**src/include/haom_pkg.sv**
```systemverilog
// haom_pkg: constants and carrier types for the home agent opcode matcher.
// assumes one 20 MHz clock domain; register index 0x396 selects the match control word.
package haom_pkg;
  localparam logic [11:0] REG_MATCH_CTRL_IDX = 12'h396;
  localparam logic [63:0] MATCH_CTRL_RESET = 64'h0;
  localparam int ADDR_LSB = 3;
  localparam int ADDR_MSB = 39;
  localparam int OPC_LSB = 40;
  localparam int OPC_MSB = 47;
  localparam int MODE_LSB = 61;
  localparam int MODE_MSB = 63;
  localparam int ADDR_W = ADDR_MSB - ADDR_LSB + 1;
  localparam int OPC_W = OPC_MSB - OPC_LSB + 1;
  localparam logic [7:0] PERF_EVENT_SEL = 8'h35;
  localparam logic [7:0] UMASK_IO_HUB = 8'h01;
  localparam logic [7:0] UMASK_REMOTE = 8'h02;
  localparam logic [7:0] UMASK_LOCAL = 8'h04;
  localparam logic [7:0] OPC_FWD_INVALIDATE = 8'h19;
  localparam logic [7:0] OPC_FWD_SHARED = 8'h1a;
  localparam logic [7:0] OPC_IMPLICIT_WB = 8'h1d;

  typedef enum logic [1:0] {
    HAOM_SRC_IO_HUB = 2'b00,
    HAOM_SRC_LOCAL  = 2'b01,
    HAOM_SRC_REMOTE = 2'b10
  } haom_src_e;

  // one request or response seen by the home logic
  typedef struct packed {
    logic valid;
    logic [ADDR_W-1:0] addr;
    logic [OPC_W-1:0] opcode;
    haom_src_e src;
  } haom_msg_s;

  typedef enum logic [1:0] {
    HAOM_ST_IDLE    = 2'b00,
    HAOM_ST_WAIT    = 2'b01,
    HAOM_ST_WRITEBK = 2'b10
  } haom_state_e;
endpackage

```
**src/design/haom_matcher.sv**
```systemverilog
// haom_matcher: home logic request routing and address/opcode match events.
// assumes the register port, request and response strobes are synchronous to sys_clk.
// Notes on behaviour
// [RL1] a local miss to a locally homed line goes to home queue logic and link at once.
// [RL2] a remote agent supplying the line first sends home queue logic a completion.
// [RL3] a modified line returned by a remote agent for a read is written back to DRAM.
// [RL4] a remote snoop goes to both queues at once, and a cache hit signals completion.
// [RL5] a modified snoop hit for a load is written back and forwarded onto the link.
// [RL6] an address match event fires when the message address equals bits 39:3.
// [RL7] an opcode match event fires when the message opcode equals bits 47:40.
// [RL8] bits 63:61 select address, opcode, OR or AND matching, or nothing.
// [RL9] reset clears all fields, and zero mode disables event generation.
// [RL10] events go out under event select 35 with unit mask 01 io hub, 02 remote, 04 local.
// [RL11] opcode-only mode with opcode 19 counts forward-invalidate responses.
// [RL12] opcode-only mode with opcode 1a counts forward-shared responses.
// [RL13] opcode-only mode with opcode 1d counts implicit-writeback responses.
// [RL14] each matching message gives one pulse, registered one cycle after the compare.
`timescale 1ns/10ps
module haom_matcher (
  input wire logic sys_clk, // 20 MHz clock
  input wire logic rst_b, // async reset, active low
  input wire logic reg_wr, // register write strobe
  input wire logic reg_rd, // register read strobe
  input wire logic [11:0] reg_idx, // register index
  input wire logic [63:0] reg_wdata, // write data
  output logic [63:0] reg_rdata, // read data, registered
  input wire logic miss_valid, // cache miss to local home from local requester
  input wire logic [36:0] miss_addr, // miss line address
  output logic home_req, // request to home queue logic
  output logic link_req, // request onto the link
  output logic [36:0] req_addr, // address of forwarded request
  input wire logic remote_data, // remote agent supplied the line
  input wire logic remote_modified, // supplied line was modified
  output logic home_cmpl, // completion to home queue logic
  output logic dram_wb, // writeback to dram
  input wire logic snp_valid, // remote snoop for local line
  input wire logic snp_load, // snoop is for a load
  input wire logic snp_hit, // cache holds the line
  input wire logic snp_modified, // line modified in cache or cores
  output logic grq_snp, // snoop to global request queue
  output logic home_snp, // snoop to home queue logic
  output logic link_fwd, // forward line onto link
  input wire haom_pkg::haom_msg_s msg_in, // message seen by home logic
  output logic match_evt, // match pulse to counters
  output logic [7:0] match_evsel, // event select
  output logic [7:0] match_umask // unit mask of source
);
  logic [63:0] ctrl_q;
  logic [63:0] rdata_q;
  haom_pkg::haom_state_e st_q, st_d;
  logic [36:0] addr_q;
  logic evt_q;
  logic [7:0] umask_q;
  logic home_req_q;
  logic link_req_q;
  logic cmpl_q;
  logic wb_q;
  logic grq_q;
  logic hsnp_q;
  logic fwd_q;
  logic hit;

  // register port decode
  wire logic sel_ctrl = reg_idx == haom_pkg::REG_MATCH_CTRL_IDX;
  wire logic ctrl_wr = reg_wr & sel_ctrl;
  // unmapped indices read zero
  wire logic [63:0] rd_mux = sel_ctrl ? ctrl_q : 64'h0;
  wire logic [7:0] src_umask =
    (msg_in.src == haom_pkg::HAOM_SRC_LOCAL) ? haom_pkg::UMASK_LOCAL :
    (msg_in.src == haom_pkg::HAOM_SRC_REMOTE) ? haom_pkg::UMASK_REMOTE :
    haom_pkg::UMASK_IO_HUB; // [RL10]
  // request flow decode
  wire logic miss_take = miss_valid & (st_q == haom_pkg::HAOM_ST_IDLE); // [RL1]
  // a supply with no miss pending is ignored, so a stray one cannot complete
  wire logic remote_first = (st_q == haom_pkg::HAOM_ST_WAIT) & remote_data; // [RL2]
  wire logic snp_mod_load = snp_valid & snp_modified & snp_load; // [RL5]
  wire logic snp_cmpl = snp_valid & snp_hit; // [RL4]
  // next values of the registers
  wire logic cmpl_d = remote_first | snp_cmpl; // [RL2] [RL4]
  wire logic wb_d = (remote_first & remote_modified) | snp_mod_load; // [RL3] [RL5]
  wire logic [36:0] addr_d = miss_take ? miss_addr : addr_q;
  wire logic [63:0] ctrl_d = ctrl_wr ? reg_wdata : ctrl_q;
  wire logic [63:0] rdata_d = reg_rd ? rd_mux : rdata_q;
  wire logic [7:0] umask_d = hit ? src_umask : 8'h00; // [RL10]

  // the opcodes of [RL11] [RL12] [RL13] are matched by the generic opcode compare
  haom_compare i_haom_compare (
    .ctrl(ctrl_q),
    .msg(msg_in),
    .hit(hit)
  );

  always_comb begin
    st_d = st_q;
    case (st_q)
      haom_pkg::HAOM_ST_IDLE: begin
        if (miss_valid) begin
          st_d = haom_pkg::HAOM_ST_WAIT;
        end
      end
      haom_pkg::HAOM_ST_WAIT: begin
        if (remote_data) begin
          st_d = remote_modified ? haom_pkg::HAOM_ST_WRITEBK : haom_pkg::HAOM_ST_IDLE;
        end
      end
      haom_pkg::HAOM_ST_WRITEBK: st_d = haom_pkg::HAOM_ST_IDLE;
      default: st_d = haom_pkg::HAOM_ST_IDLE;
    endcase
  end

  always_ff @(posedge sys_clk or negedge rst_b) begin
    if (!rst_b) begin
      ctrl_q <= haom_pkg::MATCH_CTRL_RESET; // [RL9]
    end else begin
      ctrl_q <= ctrl_d;
    end
  end

  always_ff @(posedge sys_clk or negedge rst_b) begin
    if (!rst_b) begin
      rdata_q <= 64'h0;
    end else begin
      rdata_q <= rdata_d;
    end
  end

  always_ff @(posedge sys_clk or negedge rst_b) begin
    if (!rst_b) begin
      st_q <= haom_pkg::HAOM_ST_IDLE;
    end else begin
      st_q <= st_d;
    end
  end

  always_ff @(posedge sys_clk or negedge rst_b) begin
    if (!rst_b) begin
      addr_q <= 37'h0;
    end else begin
      addr_q <= addr_d;
    end
  end

  always_ff @(posedge sys_clk or negedge rst_b) begin
    if (!rst_b) begin
      home_req_q <= 1'b0;
    end else begin
      home_req_q <= miss_take; // [RL1]
    end
  end

  always_ff @(posedge sys_clk or negedge rst_b) begin
    if (!rst_b) begin
      link_req_q <= 1'b0;
    end else begin
      link_req_q <= miss_take; // [RL1]
    end
  end

  always_ff @(posedge sys_clk or negedge rst_b) begin
    if (!rst_b) begin
      cmpl_q <= 1'b0;
    end else begin
      cmpl_q <= cmpl_d; // [RL2] [RL4]
    end
  end

  always_ff @(posedge sys_clk or negedge rst_b) begin
    if (!rst_b) begin
      wb_q <= 1'b0;
    end else begin
      wb_q <= wb_d; // [RL3] [RL5]
    end
  end

  always_ff @(posedge sys_clk or negedge rst_b) begin
    if (!rst_b) begin
      grq_q <= 1'b0;
    end else begin
      grq_q <= snp_valid; // [RL4]
    end
  end

  always_ff @(posedge sys_clk or negedge rst_b) begin
    if (!rst_b) begin
      hsnp_q <= 1'b0;
    end else begin
      hsnp_q <= snp_valid; // [RL4]
    end
  end

  always_ff @(posedge sys_clk or negedge rst_b) begin
    if (!rst_b) begin
      fwd_q <= 1'b0;
    end else begin
      fwd_q <= snp_mod_load; // [RL5]
    end
  end

  always_ff @(posedge sys_clk or negedge rst_b) begin
    if (!rst_b) begin
      evt_q <= 1'b0;
    end else begin
      evt_q <= hit; // [RL14]
    end
  end

  always_ff @(posedge sys_clk or negedge rst_b) begin
    if (!rst_b) begin
      umask_q <= 8'h00;
    end else begin
      umask_q <= umask_d; // [RL10]
    end
  end

  assign reg_rdata = rdata_q;
  assign home_req = home_req_q;
  assign link_req = link_req_q;
  assign req_addr = addr_q;
  assign home_cmpl = cmpl_q;
  assign dram_wb = wb_q;
  assign grq_snp = grq_q;
  assign home_snp = hsnp_q;
  assign link_fwd = fwd_q;
  assign match_evt = evt_q;
  assign match_evsel = haom_pkg::PERF_EVENT_SEL; // [RL10]
  assign match_umask = umask_q;
endmodule

```
**src/design/haom_compare.sv**
```systemverilog
// haom_compare: one compare stage, address and opcode against the control word.
// assumes the control word is stable for the cycle of the compare.
`timescale 1ns/10ps
module haom_compare (
  input wire logic [63:0] ctrl, // match control word
  input wire haom_pkg::haom_msg_s msg, // incoming message
  output logic hit // selected match condition
);
  wire logic [2:0] mode = ctrl[haom_pkg::MODE_MSB:haom_pkg::MODE_LSB];
  wire logic addr_eq = msg.addr == ctrl[haom_pkg::ADDR_MSB:haom_pkg::ADDR_LSB]; // [RL6]
  wire logic opc_eq = msg.opcode == ctrl[haom_pkg::OPC_MSB:haom_pkg::OPC_LSB]; // [RL7]
  logic sel;
  always_comb begin
    case (mode) // [RL8]
      3'b100, 3'b101: sel = addr_eq;
      3'b010, 3'b011: sel = opc_eq;
      3'b110, 3'b111: sel = addr_eq | opc_eq;
      3'b001: sel = addr_eq & opc_eq;
      default: sel = 1'b0; // [RL9]
    endcase
  end
  // gating by mode != 3'b000 keeps the compare quiet when mode is all zero
  assign hit = msg.valid & (mode != 3'b000) & sel; // [RL9]
endmodule

```
**config.mk**
```make
export PLATFORM = sky130hd
export DESIGN_NAME = haom_matcher
export DESIGN_NICKNAME = d
export VERILOG_FILES = /design/src/include/haom_pkg.sv /design/src/design/haom_matcher.sv /design/src/design/haom_compare.sv
export SDC_FILE = /design/constraint.sdc
export NUM_CORES = 1
export LEC_CHECK = 0
export BUFFER_PORTS_ARGS = -buffer_cell sky130_fd_sc_hd__buf_2
export CORE_UTILIZATION = 40
export CTS_BUF_LIST = sky130_fd_sc_hd__clkbuf_4 sky130_fd_sc_hd__clkbuf_8 sky130_fd_sc_hd__clkbuf_16
export DETAILED_ROUTE_END_ITERATION = 16
export PLACE_DENSITY_LB_ADDON = 0.15
export SLEW_MARGIN = 20
export SYNTH_ARGS = -nofsm -noshare
export SYNTH_HDL_FRONTEND = slang
export SYNTH_SLANG_ARGS = --single-unit
```
**constraint.sdc**
```tcl
create_clock -name sys_clk -period 1.5 [get_ports sys_clk]
set_input_delay 0.3 -clock sys_clk [delete_from_list [all_inputs] [get_ports sys_clk]]
set_output_delay 0.3 -clock sys_clk [all_outputs]
set_load 0.005 [all_outputs]
```
=== Word-level counts from Yosys, hierarchy flattened ===
Cells that the tools add are included.

* Register bits: 176
* Bits in latches: 0
* Bits in writable memories: 0
* ROM bits: 0
* Input port bits: 172
* Output and inout port bits: 125
* Memories kept: 0

* $add $sub $neg: 0
* Multiply operators: 0
* Div/mod/pow operators: 0
* Order comparisons: 0
* Equal/unequal tests: 15
* Shifts and indexed selects: 0
* Multiplexer cells: 9
* Bitwise gates (word level): 13
* Reduce and logical (&&, ||, !) cells: 6

{| class="wikitable"
|+ Operators with widths
! kind !! count
|-
| 2-to-1 mux 64 bit || 1
|-
| equality test 37 bit || 1
|-
| equality test 12 x 10 -> 1 bit, second input constant || 1
|-
| equality test 3 bit, second input constant || 4
|-
| AND 1 bit || 10
|-
| equality test 8 bit || 1
|-
| 2-to-1 mux 2 bit || 4
|-
| equality test 3 x 2 -> 1 bit, second input constant || 2
|-
| 2-to-1 mux 3 bit || 2
|-
| OR reduction 2 bit || 3
|-
| equality test 2 x 1 -> 1 bit, second input constant || 2
|-
| != test 2 bit, second input constant || 2
|-
| case mux 1 bit (4 select lines) || 1
|-
| case mux 2 bit (2 select lines) || 1
|-
| equality test 3 x 1 -> 1 bit, second input constant || 1
|-
| bitwise OR 1 bit || 3
|-
| nonzero test 3 bit || 1
|-
| equality test 2 bit, second input constant || 1
|-
| logical NOT 2 bit || 1
|-
| AND reduction 2 bit || 1
|}

=== Depth between registers and ports, before layout ===
Gate-level depths: netlist (run 1).

* Word-level depth: 5
* Depth in mapped cells: 5
* Mapped depth without buffers: 5

=== Cells and area by module ===
A second synthesis (run 1) with hierarchy kept.

* Cell total of the unflattened synthesis: 602
* Area total of the unflattened synthesis: 7624.8 µm²

{| class="wikitable"
|+ By module, submodules not included
! module !! times used !! cells an instance !! area each (µm²) !! sequential area each (µm²)
|-
| haom_matcher || 1 || 538 || 7108.1 || 4404.2
|-
| haom_compare || 1 || 64 || 516.7 || 0.0
|}

=== Least setup slack after synthesis (run 1) ===
OpenSTA, ideal clock, no wires.

* Kind: reg-to-reg
* From: register st_q[0]
* To: register addr_q[17] (netlist: req_addr[17])
* Arrival: 1.380 ns
* Data required time: 1.375 ns
* Setup slack: -0.005 ns
* Cell stages (with the launch flop): 6
* Path buffers: 2
* Cell sequence: dfrtp_1 nand2b_1 nor2_1 buf_2 buf_2 mux2_2

* Longest elaborated chain between the ends: 2

{| class="wikitable"
|+ RTL lines
! what !! RTL line !! text
|-
| start: declaration || haom_matcher.sv:50 || <nowiki>haom_pkg::haom_state_e st_q, st_d;</nowiki>
|-
| start signal: assignment || haom_matcher.sv:129 || <nowiki>st_q <= haom_pkg::HAOM_ST_IDLE;</nowiki>
|-
| start signal: assignment || haom_matcher.sv:131 || <nowiki>st_q <= st_d;</nowiki>
|-
| logical NOT 2 bit || haom_matcher.sv:73 || <nowiki>wire logic miss_take = miss_valid & (st_q == haom_pkg::HAOM_ST_IDLE);</nowiki>
|-
| AND 1 bit || haom_matcher.sv:73 ||
|-
| end signal: assignment || haom_matcher.sv:139 || <nowiki>addr_q <= addr_d;</nowiki>
|-
| end: declaration || haom_matcher.sv:51 || <nowiki>logic [36:0] addr_q;</nowiki>
|}

No other way between the ends.
A chain may end at the register's enable or synchronous reset.

=== Final worst setup path (run 1) ===
* From: register ctrl_q[38]
* To: register umask_q[1] (netlist: match_umask[1])

* Longest elaborated chain between the ends: 5
* Elaborated cells between the ends (all ways): 6
* Classes of those cells: 1 x eq/ne; 2 x mux; 3 x bitwise

{| class="wikitable"
|+ RTL lines
! what !! RTL line !! text
|-
| start: declaration || haom_matcher.sv:48 || <nowiki>logic [63:0] ctrl_q;</nowiki>
|-
| start signal: assignment || haom_matcher.sv:113 || <nowiki>ctrl_q <= haom_pkg::MATCH_CTRL_RESET;</nowiki>
|-
| start signal: assignment || haom_matcher.sv:115 || <nowiki>ctrl_q <= ctrl_d;</nowiki>
|-
| equality test 37 bit (*) || haom_compare.sv:10 || <nowiki>wire logic addr_eq = msg.addr == ctrl[haom_pkg::ADDR_MSB:haom_pkg::ADDR_LSB];</nowiki>
|-
| AND 1 bit or bitwise OR 1 bit (tied branches) || haom_compare.sv:18, haom_compare.sv:17 ||
|-
| case mux 1 bit (4 select lines) (*) || haom_compare.sv:14 || <nowiki>case (mode)</nowiki>
|-
| AND 1 bit (*) || haom_compare.sv:23 || <nowiki>assign hit = msg.valid & (mode != 3'b000) & sel;</nowiki>
|-
| 2-to-1 mux 3 bit (*) || haom_matcher.sv:84 || <nowiki>wire logic [7:0] umask_d = hit ? src_umask : 8'h00;</nowiki>
|-
| via umask_d[1] || haom_matcher.sv:84 ||
|-
| end signal: assignment || haom_matcher.sv:211 || <nowiki>umask_q <= umask_d;</nowiki>
|-
| end: declaration || haom_matcher.sv:53 || <nowiki>logic [7:0] umask_q;</nowiki>
|}

The timed path passes the listed nets; every way through them passes the cells marked *.

==> qor.txt, run 1 <==
Register area share after synthesis: 57.7%
YS warnings: 0
Crit path to: match_umask[1]$_DFF_PN0_
Worst R2R End: match_umask[1]$_DFF_PN0_
Die Span Y: 140 um
Hpwl dp: 14100 um
Max incr delay on CP: 0.39 ns
Crit path time final: 1.55 ns
Unrepaired setup endpoints after global routing: yes
Number of synthesized flops with an enable pin: 0
Critical path's slowest cell: dfrtp_1
First-pass GRT wire length: 30100 um
Top Ports: 297
Initial Util: 40.8%
Reg clk slew, reported paths: 0.07 ns
Clk root buf: clkbuf_16
Final Wtd Congestion: 0.742
Clock Skew: 0.0107 ns
Critical Path Start Type: flop
FFs w/ async S/R, synth: 100%
Post-route DRC: 0
Worst reg2reg path startpoint: ctrl_q[38]$_DFFE_PN0P_
Leakage power: 0.00525 uW
Cell with the most instances after synthesis: dfrtp_1
Crit path max fanout: 4
Latest clock arrival within the worst-skew pair: 0.42 ns
Total CTS buffers: 17
# nets final: 1095
Synth top area share: 57.7%
Dpl cells: 1134
Final hold viol count: 0
Hold_ws: 0.104 ns
Via count: 5483
Final setup violating endpoints: 4
Cells on worst reg2reg path: 6
Failing checks: setup timing
Width of the chip: 140 um
Synth top cells by count: dfrtp_1 (176), nand2_1 (68), inv_1 (66), o22ai_1 (64), mux2_4 (60)
CP Class: flop to flop
Yosys reg bits: 176
Syn avg cell area: 12.6 um^2
R2r setup slk: -0.05 ns
First drt pass iteration count: 6
WP buf/inv: 1
Layout cells sized above 1: 51.3%
Longest Clk Path Bufs: 2
Mapped Area: 0.00763 mm^2
Overflow left after global routing: 0
Fin crit share: 104%
DR WL/cell: 16.3 um
Critical Path RT: 1.85 ns
Final setup TNS: -0.181 ns
Initial antenna violation count: 2
Max Freq: 643 MHz
Largest net degree at the start of global routing: 58
Die ar.: 0.0196 mm^2
Crit path launch: ctrl_q[38]$_DFFE_PN0P_
Status: finished, violations left
Post-DR vias/cell: 4.69
Crit-path leading delay family: simple AND/OR/NAND/NOR gates
WP data arrival: 1.91 ns
Final wirelength: 19100 um
Area grow syn2layout: 34.3%
P per Cell Area: 1060 mW/mm^2
Remaining antenna violation count: 0
Vias in the first global route: 5548
Mapped Cells: 604
Post-synth top area cell: dfrtp_1
Total GRT Usage: 20.2%
PortBufs: 283
Hold path depth: 3
Final WS setup: -0.0548 ns
DRT iter0 DRCs: 126
CTS sink count: 176
Max Cap Violations: 0
Main synth FF type: dfrtp_1
Maximum vdd drop: 0.731 mV
Core Footprint: 0.0187 mm^2
CTS tree: yes
CP cell instances: xnor2_1 > buf_4 > nand4_1 > nor4_2 > a32o_2 > and3_1
Num rows: 50
Cell variety after synth: 32
Most area-consuming cells after synthesis: dfrtp_1 (58%), mux2_4 (12%), mux2_2 (6.1%)
Finished Layout Cells: 1170
Final slew viol count: 0
H-tree levels: 4
Hold Crit Class: primary input to flop
Levels on crit path: 6
Critical path capture point type: flop
[flip-flops by register name, indices dropped and copies added (netlist names)]
register / flops
ctrl_q: 64
dram_wb: 1
home_cmpl: 1
home_snp: 1
link_fwd: 1
link_req: 1
match_evt: 1
match_umask: 3
reg_rdata: 64
req_addr: 37
st_q: 2
[power by group]
part           total (uW)  switching (uW)  leakage (uW)  internal, uW
clock network        4270            1900      0.000270          2380
registers            5210             144       0.00236          5070
logic                1360             590       0.00262           768
[cells in the final DEF (no fill, tap or decap), types with 2 or more instances in the layout]
cell / instances
buf_2: 281
dfrtp_1: 176
nand2_1: 68
inv_1: 66
o22ai_1: 64
mux2_4: 60
mux2_2: 41
buf_4: 39
xnor2_1: 37
clkbuf_16: 17
conb_1: 13
nand4_1: 9
buf_12: 9
xnor2_2: 6
and3_1: 4
clkinvlp_4: 4
clkinv_2: 3
inv_6: 3
diode_2: 2
xor2_1: 2
nor4_2: 2
nand2b_1: 2
ha_1: 2
clkbuf_4: 2
dlygate4sd3_1: 2
[per-layer routing]
metal	up-vias	wire, um	track usage (%)
met5	-	0	0
met4	0	175	4.97
li1	2644	-	-
met3	14	1420	6.97
met1	2628	8290	25.4
met2	197	9200	33.3
[through the flow]
step / setup WS (ns) / area [um^2] / power (uW) / util [%]
3_5_place_dp: -0.226 / 9590 / 6680 / 51.3
5_1_grt: -0.188 / 10200 / 11400 / 54.7
2_1_floorplan: -0.00268 / 7670 / 5890 / -
6_report: -0.0548 / 10200 / 10800 / 54.8
3_3_place_gp: -0.200 / 9590 / 6660 / 51.3
4_1_cts: -0.0944 / 10200 / 11000 / 54.6
[layout make-up]
cell class / instances / area (um^2)
fillers: 1671 / 8460
flip-flops and latches: 176 / 4400
multi-input cells: 328 / 2820
repair buffers: 332 / 1910
clock buffers: 20 / 454
well taps: 234 / 293
inverters: 66 / 248
clock inverters: 12 / 110
diodes: 2 / 5.00
[worst register-to-register path, stage by stage, from the launching register on]
cell,delay [ns]
dfrtp_1,0.39
xnor2_1,0.15
buf_4,0.14
nand4_1,0.14
nor4_2,0.29
a32o_2,0.23
and3_1,0.15
[kinds of logic (layout without fill, tap and decap cells)]
group	count (synthesis)	count (layout)	share of synthesized area [%]
buf+inv	111	430	6.86
simple gates	99	99	6.33
compound gates	68	68	5.61
mux	101	101	17.9
xor+xnor	45	45	5.17
fa+ha+maj	2	2	0.328
other cells	2	15	0.0985
flops	176	176	57.7
[how the worst min path moves through the flow]
stage	from	end
CTS	reg_wdata[30]	ctrl_q[30]$_DFFE_PN0P_
global route	miss_addr[7]	req_addr[7]$_DFFE_PN0P_
floorplan	rst_b	ctrl_q[0]$_DFFE_PN0P_
global placement	rst_b	reg_rdata[54]$_DFFE_PN0P_
finish	snp_hit	home_cmpl$_DFF_PN0_
detailed placement	rst_b	reg_rdata[0]$_DFFE_PN0P_
[what timing repair did]
item,4_1_cts,5_1_grt
hold buffers,2,0
pin swaps,9,2
endpoints found under the hold margin,23,0
gates resized for setup,8,2
setup buffers,0,1
setup endpoints to repair,4,4
No activity file was read; power rests on OpenSTA's default activity.
==> run 2: changes to the inputs <==
--- a/config.mk
+++ b/config.mk
@@ -6,7 +6,9 @@
 export NUM_CORES = 1
 export LEC_CHECK = 0
 export BUFFER_PORTS_ARGS = -buffer_cell sky130_fd_sc_hd__buf_2
-export CORE_UTILIZATION = 40
+export CELL_PAD_IN_SITES_DETAIL_PLACEMENT = 0
+export CELL_PAD_IN_SITES_GLOBAL_PLACEMENT = 1
+export CORE_UTILIZATION = 38
 export CTS_BUF_LIST = sky130_fd_sc_hd__clkbuf_4 sky130_fd_sc_hd__clkbuf_8 sky130_fd_sc_hd__clkbuf_16
 export DETAILED_ROUTE_END_ITERATION = 16
 export PLACE_DENSITY_LB_ADDON = 0.15
==> constraint.sdc (replaced) <==
create_clock -name sys_clk -period 1.6 [get_ports sys_clk]
set_input_delay 0.32 -clock sys_clk [delete_from_list [all_inputs] [get_ports sys_clk]]
set_output_delay 0.32 -clock sys_clk [all_outputs]
set_load 0.005 [all_outputs]
==> qor.txt, run 2 (synthesis results as in run 1) <==
Critical Path RT: 1.95 ns (+0.10 ns)
Worst reg2reg path startpoint: ctrl_q[36]$_DFFE_PN0P_
Max Freq: 636 MHz (-1.1%)
Die ar.: 0.0206 mm^2 (+5.2%)
Core Footprint: 0.0196 mm^2 (+4.7%)
Final setup violating endpoints: 0 (-4)
Vias in the first global route: 5611 (+1.1%)
Top Ports: 297 (unchanged)
Crit-path leading delay family: simple AND/OR/NAND/NOR gates
Final Wtd Congestion: 0.787 (+6.0%)
Final setup TNS: 0 ns (+0.181 ns)
CP cell instances: xnor2_2 > nand4_1 > nor4_4 > a32o_2 > and3_1
Crit path time final: 1.57 ns (+0.0173 ns)
Total CTS buffers: 17 (unchanged)
PortBufs: 283 (unchanged)
Top Metal Used: met5
First-pass GRT wire length: 29900 um (-0.51%)
# nets final: 1064 (-2.8%)
Max Cap Violations: 0 (unchanged)
Largest net degree at the start of global routing: 69 (+19%)
Longest Clk Path Bufs: 2 (unchanged)
Maximum vdd drop: 0.687 mV (-6.1%)
Worst R2R End: match_umask[0]$_DFF_PN0_
Finished Layout Cells: 1172 (+0.17%)
Status: finished, final reports clean
Metal2 WL: 9470 um (+3.0%)
Met3 WL post-DR: 1480 um (+4.1%)
Most frequent cells in the layout: buf_2 (281), dfrtp_1 (176), nand2_1 (68), inv_1 (66), o22ai_1 (64)
Area grow syn2layout: 32.2%
Reg clk slew, reported paths: 0.07 ns (about the same)
R2r setup slk: 0.03 ns (+0.08 ns)
M1 wire length: 8150 um (-1.6%)
Total GRT Usage: 19.4% (-0.85 points)
WP buf/inv: 0 (-1)
Hold path depth: 1 (-2)
First drt pass iteration count: 4 (-2)
Critical path capture point type: flop
Dpl cells: 1134 (unchanged)
CTS tree: yes
Post-route DRC: 0 (unchanged)
Hold endpoint: home_snp$_DFF_PN0_
Initial antenna violation count: 3 (+1)
Clk root buf: clkbuf_16
Clock Skew: 0.0132 ns (+0.00249 ns)
Cells on worst reg2reg path: 5 (-1)
Hold Crit Start: snp_valid
Latest clock arrival within the worst-skew pair: 0.42 ns (about the same)
Max incr delay on CP: 0.40 ns (about the same)
Hold Crit Class: primary input to flop
Num rows: 51 (+2.0%)
DR WL/cell: 16.5 um (+1.4%)
Critical Path Start Type: flop
CTS sink count: 176 (unchanged)
Power Total: 10300 uW (-5.1%)
Remaining antenna violation count: 0 (unchanged)
Final hold viol count: 0 (unchanged)
DRT iter0 DRCs: 156 (+24%)
Leakage power: 0.00512 uW (-2.6%)
Post-DR vias/cell: 4.60 (-1.9%)
Die Span Y: 144 um (+2.6%)
CP Class: flop to flop
Fin crit share: 98.3% (-5.4 points)
Overflow left after global routing: 0 (unchanged)
Unrepaired setup endpoints after global routing: yes
Final wirelength: 19400 um (+1.6%)
Final slew viol count: 0 (unchanged)
Width of the chip: 144 um (+2.6%)
Critical path's slowest cell: dfrtp_1
P per Cell Area: 1020 mW/mm^2 (-3.6%)
Crit path max fanout: 4 (unchanged)
WP data arrival: 1.92 ns (about the same)
H-tree levels: 4 (unchanged)
Via count: 5386 (-1.8%)
Initial Util: 38.9% (-1.8 points)
Commonest non-fill, non-tap cell in the layout: buf_2
Hpwl dp: 14500 um (+2.5%)
Layout cells sized above 1: 49.7% (-1.6 points)
[run 2: layer usage]
| metal | track usage, % | vias up |
|---|---|---|
| met3 | 6.53 | 21 |
| met2 | 32.0 | 190 |
| met4 | 7.22 | 2 |
| li1 | - | 2584 |
| met1 | 23.4 | 2589 |
| met5 | 0 | - |
[run 2: through the flow]
stage	utilization (%)	hold slack, ns	cell area [um^2]	worst slack [ns]
2_1_floorplan	-	0.0244	7670	0.0950
3_3_place_gp	48.0	0.159	9400	-0.321
6_report	51.5	0.0361	10100	0.0279
3_5_place_dp	48.0	0.161	9400	-0.320
4_1_cts	51.3	0.0129	10100	-0.00386
5_1_grt	51.4	0.0222	10100	-0.0965
[run 2: worst max path at each step]
stage                           startpoint                        to  slack [ns]  cells past startpoint
global placement                msg_in[43]  match_umask[1]$_DFF_PN0_       -0.32                      6
global route        ctrl_q[36]$_DFFE_PN0P_  match_umask[0]$_DFF_PN0_        -0.1                      5
CTS                 ctrl_q[38]$_DFFE_PN0P_  match_umask[0]$_DFF_PN0_      -0.004                      5
detailed placement              msg_in[43]  match_umask[0]$_DFF_PN0_       -0.32                      6
finish              ctrl_q[36]$_DFFE_PN0P_  match_umask[0]$_DFF_PN0_        0.03                      5
floorplan              st_q[0]$_DFFE_PN0P_  req_addr[17]$_DFFE_PN0P_         0.1                      5
[run 2: where the power goes]
part	leakage, uW	switching (uW)	internal [uW]
sequential	0.00236	145	4750
combinational	0.00246	556	705
clock	0.000291	1790	2350
[run 2: worst register-to-register path, stage by stage (launching register included)]
cell and delay [ns]:
dfrtp_1 0.40, xnor2_2 0.22, nand4_1 0.20, nor4_4 0.31
a32o_2 0.23, and3_1 0.15
[run 2: cell type report]
type,instances,area [um^2]
Fill cell,1805,9510
Antenna cell,4,10.0
Clock inverter,14,156
Multi-Input combinational cell,328,2830
Inverter,66,248
Timing Repair Buffer,301,1680
Clock buffer,18,433
Tap cell,265,332
Sequential cell,176,4400
[run 2: repair_timing]
| item | in CTS | in global routing |
|---|---|---|
| setup buffers | 1 | 1 |
| setup endpoints to repair | 4 | 4 |
| pin swaps | 9 | 5 |
| hold endpoints to repair | 15 | 0 |
| hold buffers | 1 | 0 |
| gates resized for setup | 9 | 2 |
==> run 3: changes to the inputs <==
--- a/config.mk
+++ b/config.mk
@@ -11,6 +11,7 @@
 export CORE_UTILIZATION = 38
 export CTS_BUF_LIST = sky130_fd_sc_hd__clkbuf_4 sky130_fd_sc_hd__clkbuf_8 sky130_fd_sc_hd__clkbuf_16
 export DETAILED_ROUTE_END_ITERATION = 16
+export HOLD_SLACK_MARGIN = 0.06
 export PLACE_DENSITY_LB_ADDON = 0.15
 export SLEW_MARGIN = 20
 export SYNTH_ARGS = -nofsm -noshare
==> qor.txt, run 3 (synthesis results as in run 1) <==
Maximum vdd drop: 0.687 mV (unchanged)
Crit path max fanout: 4 (unchanged)
PortBufs: 283 (unchanged)
Critical path's slowest cell: dfrtp_1
Vias in the first global route: 5611 (unchanged)
Crit path launch: ctrl_q[36]$_DFFE_PN0P_
WP data arrival: 1.92 ns (about the same)
Post-DR vias/cell: 4.59 (about the same)
Fin crit share: 98.3% (unchanged)
Overflow left after global routing: 0 (unchanged)
Final hold viol count: 0 (unchanged)
H-tree levels: 4 (unchanged)
Latest clock arrival within the worst-skew pair: 0.42 ns (about the same)
Final Wtd Congestion: 0.787 (unchanged)
Unrepaired setup endpoints after global routing: yes
Max Freq: 636 MHz (unchanged)
Crit path time final: 1.57 ns (unchanged)
Critical Path RT: 1.95 ns (about the same)
# nets final: 1065 (+0.094%)
Critical path capture point type: flop
Clock Skew: 0.0132 ns (unchanged)
Core Footprint: 0.0196 mm^2 (unchanged)
Final wirelength: 19400 um (about the same)
P per Cell Area: 1020 mW/mm^2 (about the same)
Initial Util: 38.9% (unchanged)
Num rows: 51 (unchanged)
Final slew viol count: 0 (unchanged)
Clk root buf: clkbuf_16
DR WL/cell: 16.5 um (about the same)
Die ar.: 0.0206 mm^2 (unchanged)
Final setup violating endpoints: 0 (unchanged)
Hold Crit Start: reg_wdata[3]
Multi-input logic area: 0.00283 mm^2 (unchanged)
WP buf/inv: 0 (unchanged)
Crit-path leading delay family: simple AND/OR/NAND/NOR gates
Area after DPL: 0.00940 mm^2 (unchanged)
Max Cap Violations: 0 (unchanged)
Die Span Y: 144 um (unchanged)
Layout Cell Area excl Fill: 0.0101 mm^2 (about the same)
Status: finished, final reports clean
First-pass GRT wire length: 29900 um (unchanged)
Storage element area: 0.00440 mm^2 (unchanged)
Hold_ws: 0.127 ns (+0.0912 ns)
CP Class: flop to flop
Commonest non-fill, non-tap cell in the layout: buf_2
Hold Crit Class: primary input to flop
Power Total: 10300 uW (about the same)
Hpwl dp: 14500 um (unchanged)
Finished Layout Cells: 1173 (+0.085%)
Fillcell total: 1804 (-0.055%)
Reg clk slew, reported paths: 0.07 ns (about the same)
Total GRT Usage: 19.4% (unchanged)
Width of the chip: 144 um (unchanged)
Via count: 5388 (+0.037%)
Longest Clk Path Bufs: 2 (unchanged)
Initial antenna violation count: 3 (unchanged)
CTS tree: yes
Max incr delay on CP: 0.40 ns (about the same)
Post-route DRC: 0 (unchanged)
Layout cells sized above 1: 49.7% (-0.055 points)
Leakage power: 0.00512 uW (about the same)
Top Ports: 297 (unchanged)
CP cell instances: xnor2_2 > nand4_1 > nor4_4 > a32o_2 > and3_1
Critical Path Start Type: flop
DRT iter0 DRCs: 153 (-1.9%)
Worst reg2reg path startpoint: ctrl_q[36]$_DFFE_PN0P_
Remaining antenna violation count: 0 (unchanged)
Largest net degree at the start of global routing: 69 (unchanged)
Dpl cells: 1134 (unchanged)
Most frequent cells in the layout: buf_2 (281), dfrtp_1 (176), nand2_1 (68), inv_1 (66), o22ai_1 (64)
CTS sink count: 176 (unchanged)
Area grow syn2layout: 32.3% (about the same)
First drt pass iteration count: 4 (unchanged)
Total CTS buffers: 17 (unchanged)
## run 3: stage by stage
stage | worst slack [ns] | util (%) | TNS [ns]
floorplan | 0.0950 | - | 0
CTS | -0.00386 | 51.4 | -0.00386
finish | 0.0279 | 51.5 | 0
global route | -0.0965 | 51.5 | -0.316
detailed placement | -0.320 | 48.0 | -6.01
global placement | -0.321 | 48.0 | -5.12
## run 3: area by class of cell
cell class	count	share of cell area, %
Clock buffer	18	4.29
Antenna cell	4	0.0992
Clock inverter	14	1.55
Sequential cell	176	43.6
Tap cell	265	3.28
Timing Repair Buffer	302	16.7
Multi-Input combinational cell	328	28.0
Inverter	66	2.45
## run 3: where the power goes
group          total [uW]  internal, uW  switching (uW)
clock                4130          2350            1790
combinational        1260           707             556
sequential           4900          4750             145
## run 3: routing by layer
metal  track usage (%)  up-vias  share of wire [%]
met5                 0        -              0.052
met4              7.22        2                1.4
met3              6.53       21                7.6
met2              32.0      190                 49
met1              23.4     2589                 42
li1                  -     2586                  -
## run 3: what timing repair did
| item | in CTS | in global routing |
|---|---|---|
| endpoints found under the hold margin | 177 | 0 |
| pin swaps | 9 | 5 |
| setup buffers | 1 | 1 |
| hold buffers | 2 | 0 |
| endpoints found under the setup margin | 4 | 4 |
| gates cloned | 0 | 0 |
| gates resized for setup | 9 | 2 |
## run 3: final timing paths
check / end / slack, ns / depth (start not counted)
max: match_umask[0]$_DFF_PN0_ / 0.03 / 5
min: ctrl_q[3]$_DFFE_PN0P_ / 0.13 / 2
max reg2reg: match_umask[0]$_DFF_PN0_ / 0.03 / 5
min reg2reg: req_addr[23]$_DFFE_PN0P_ / 0.50 / 1
max in group asynchronous: req_addr[30]$_DFFE_PN0P_ / 0.70 / 3
min in group asynchronous: req_addr[23]$_DFFE_PN0P_ / 0.30 / 2
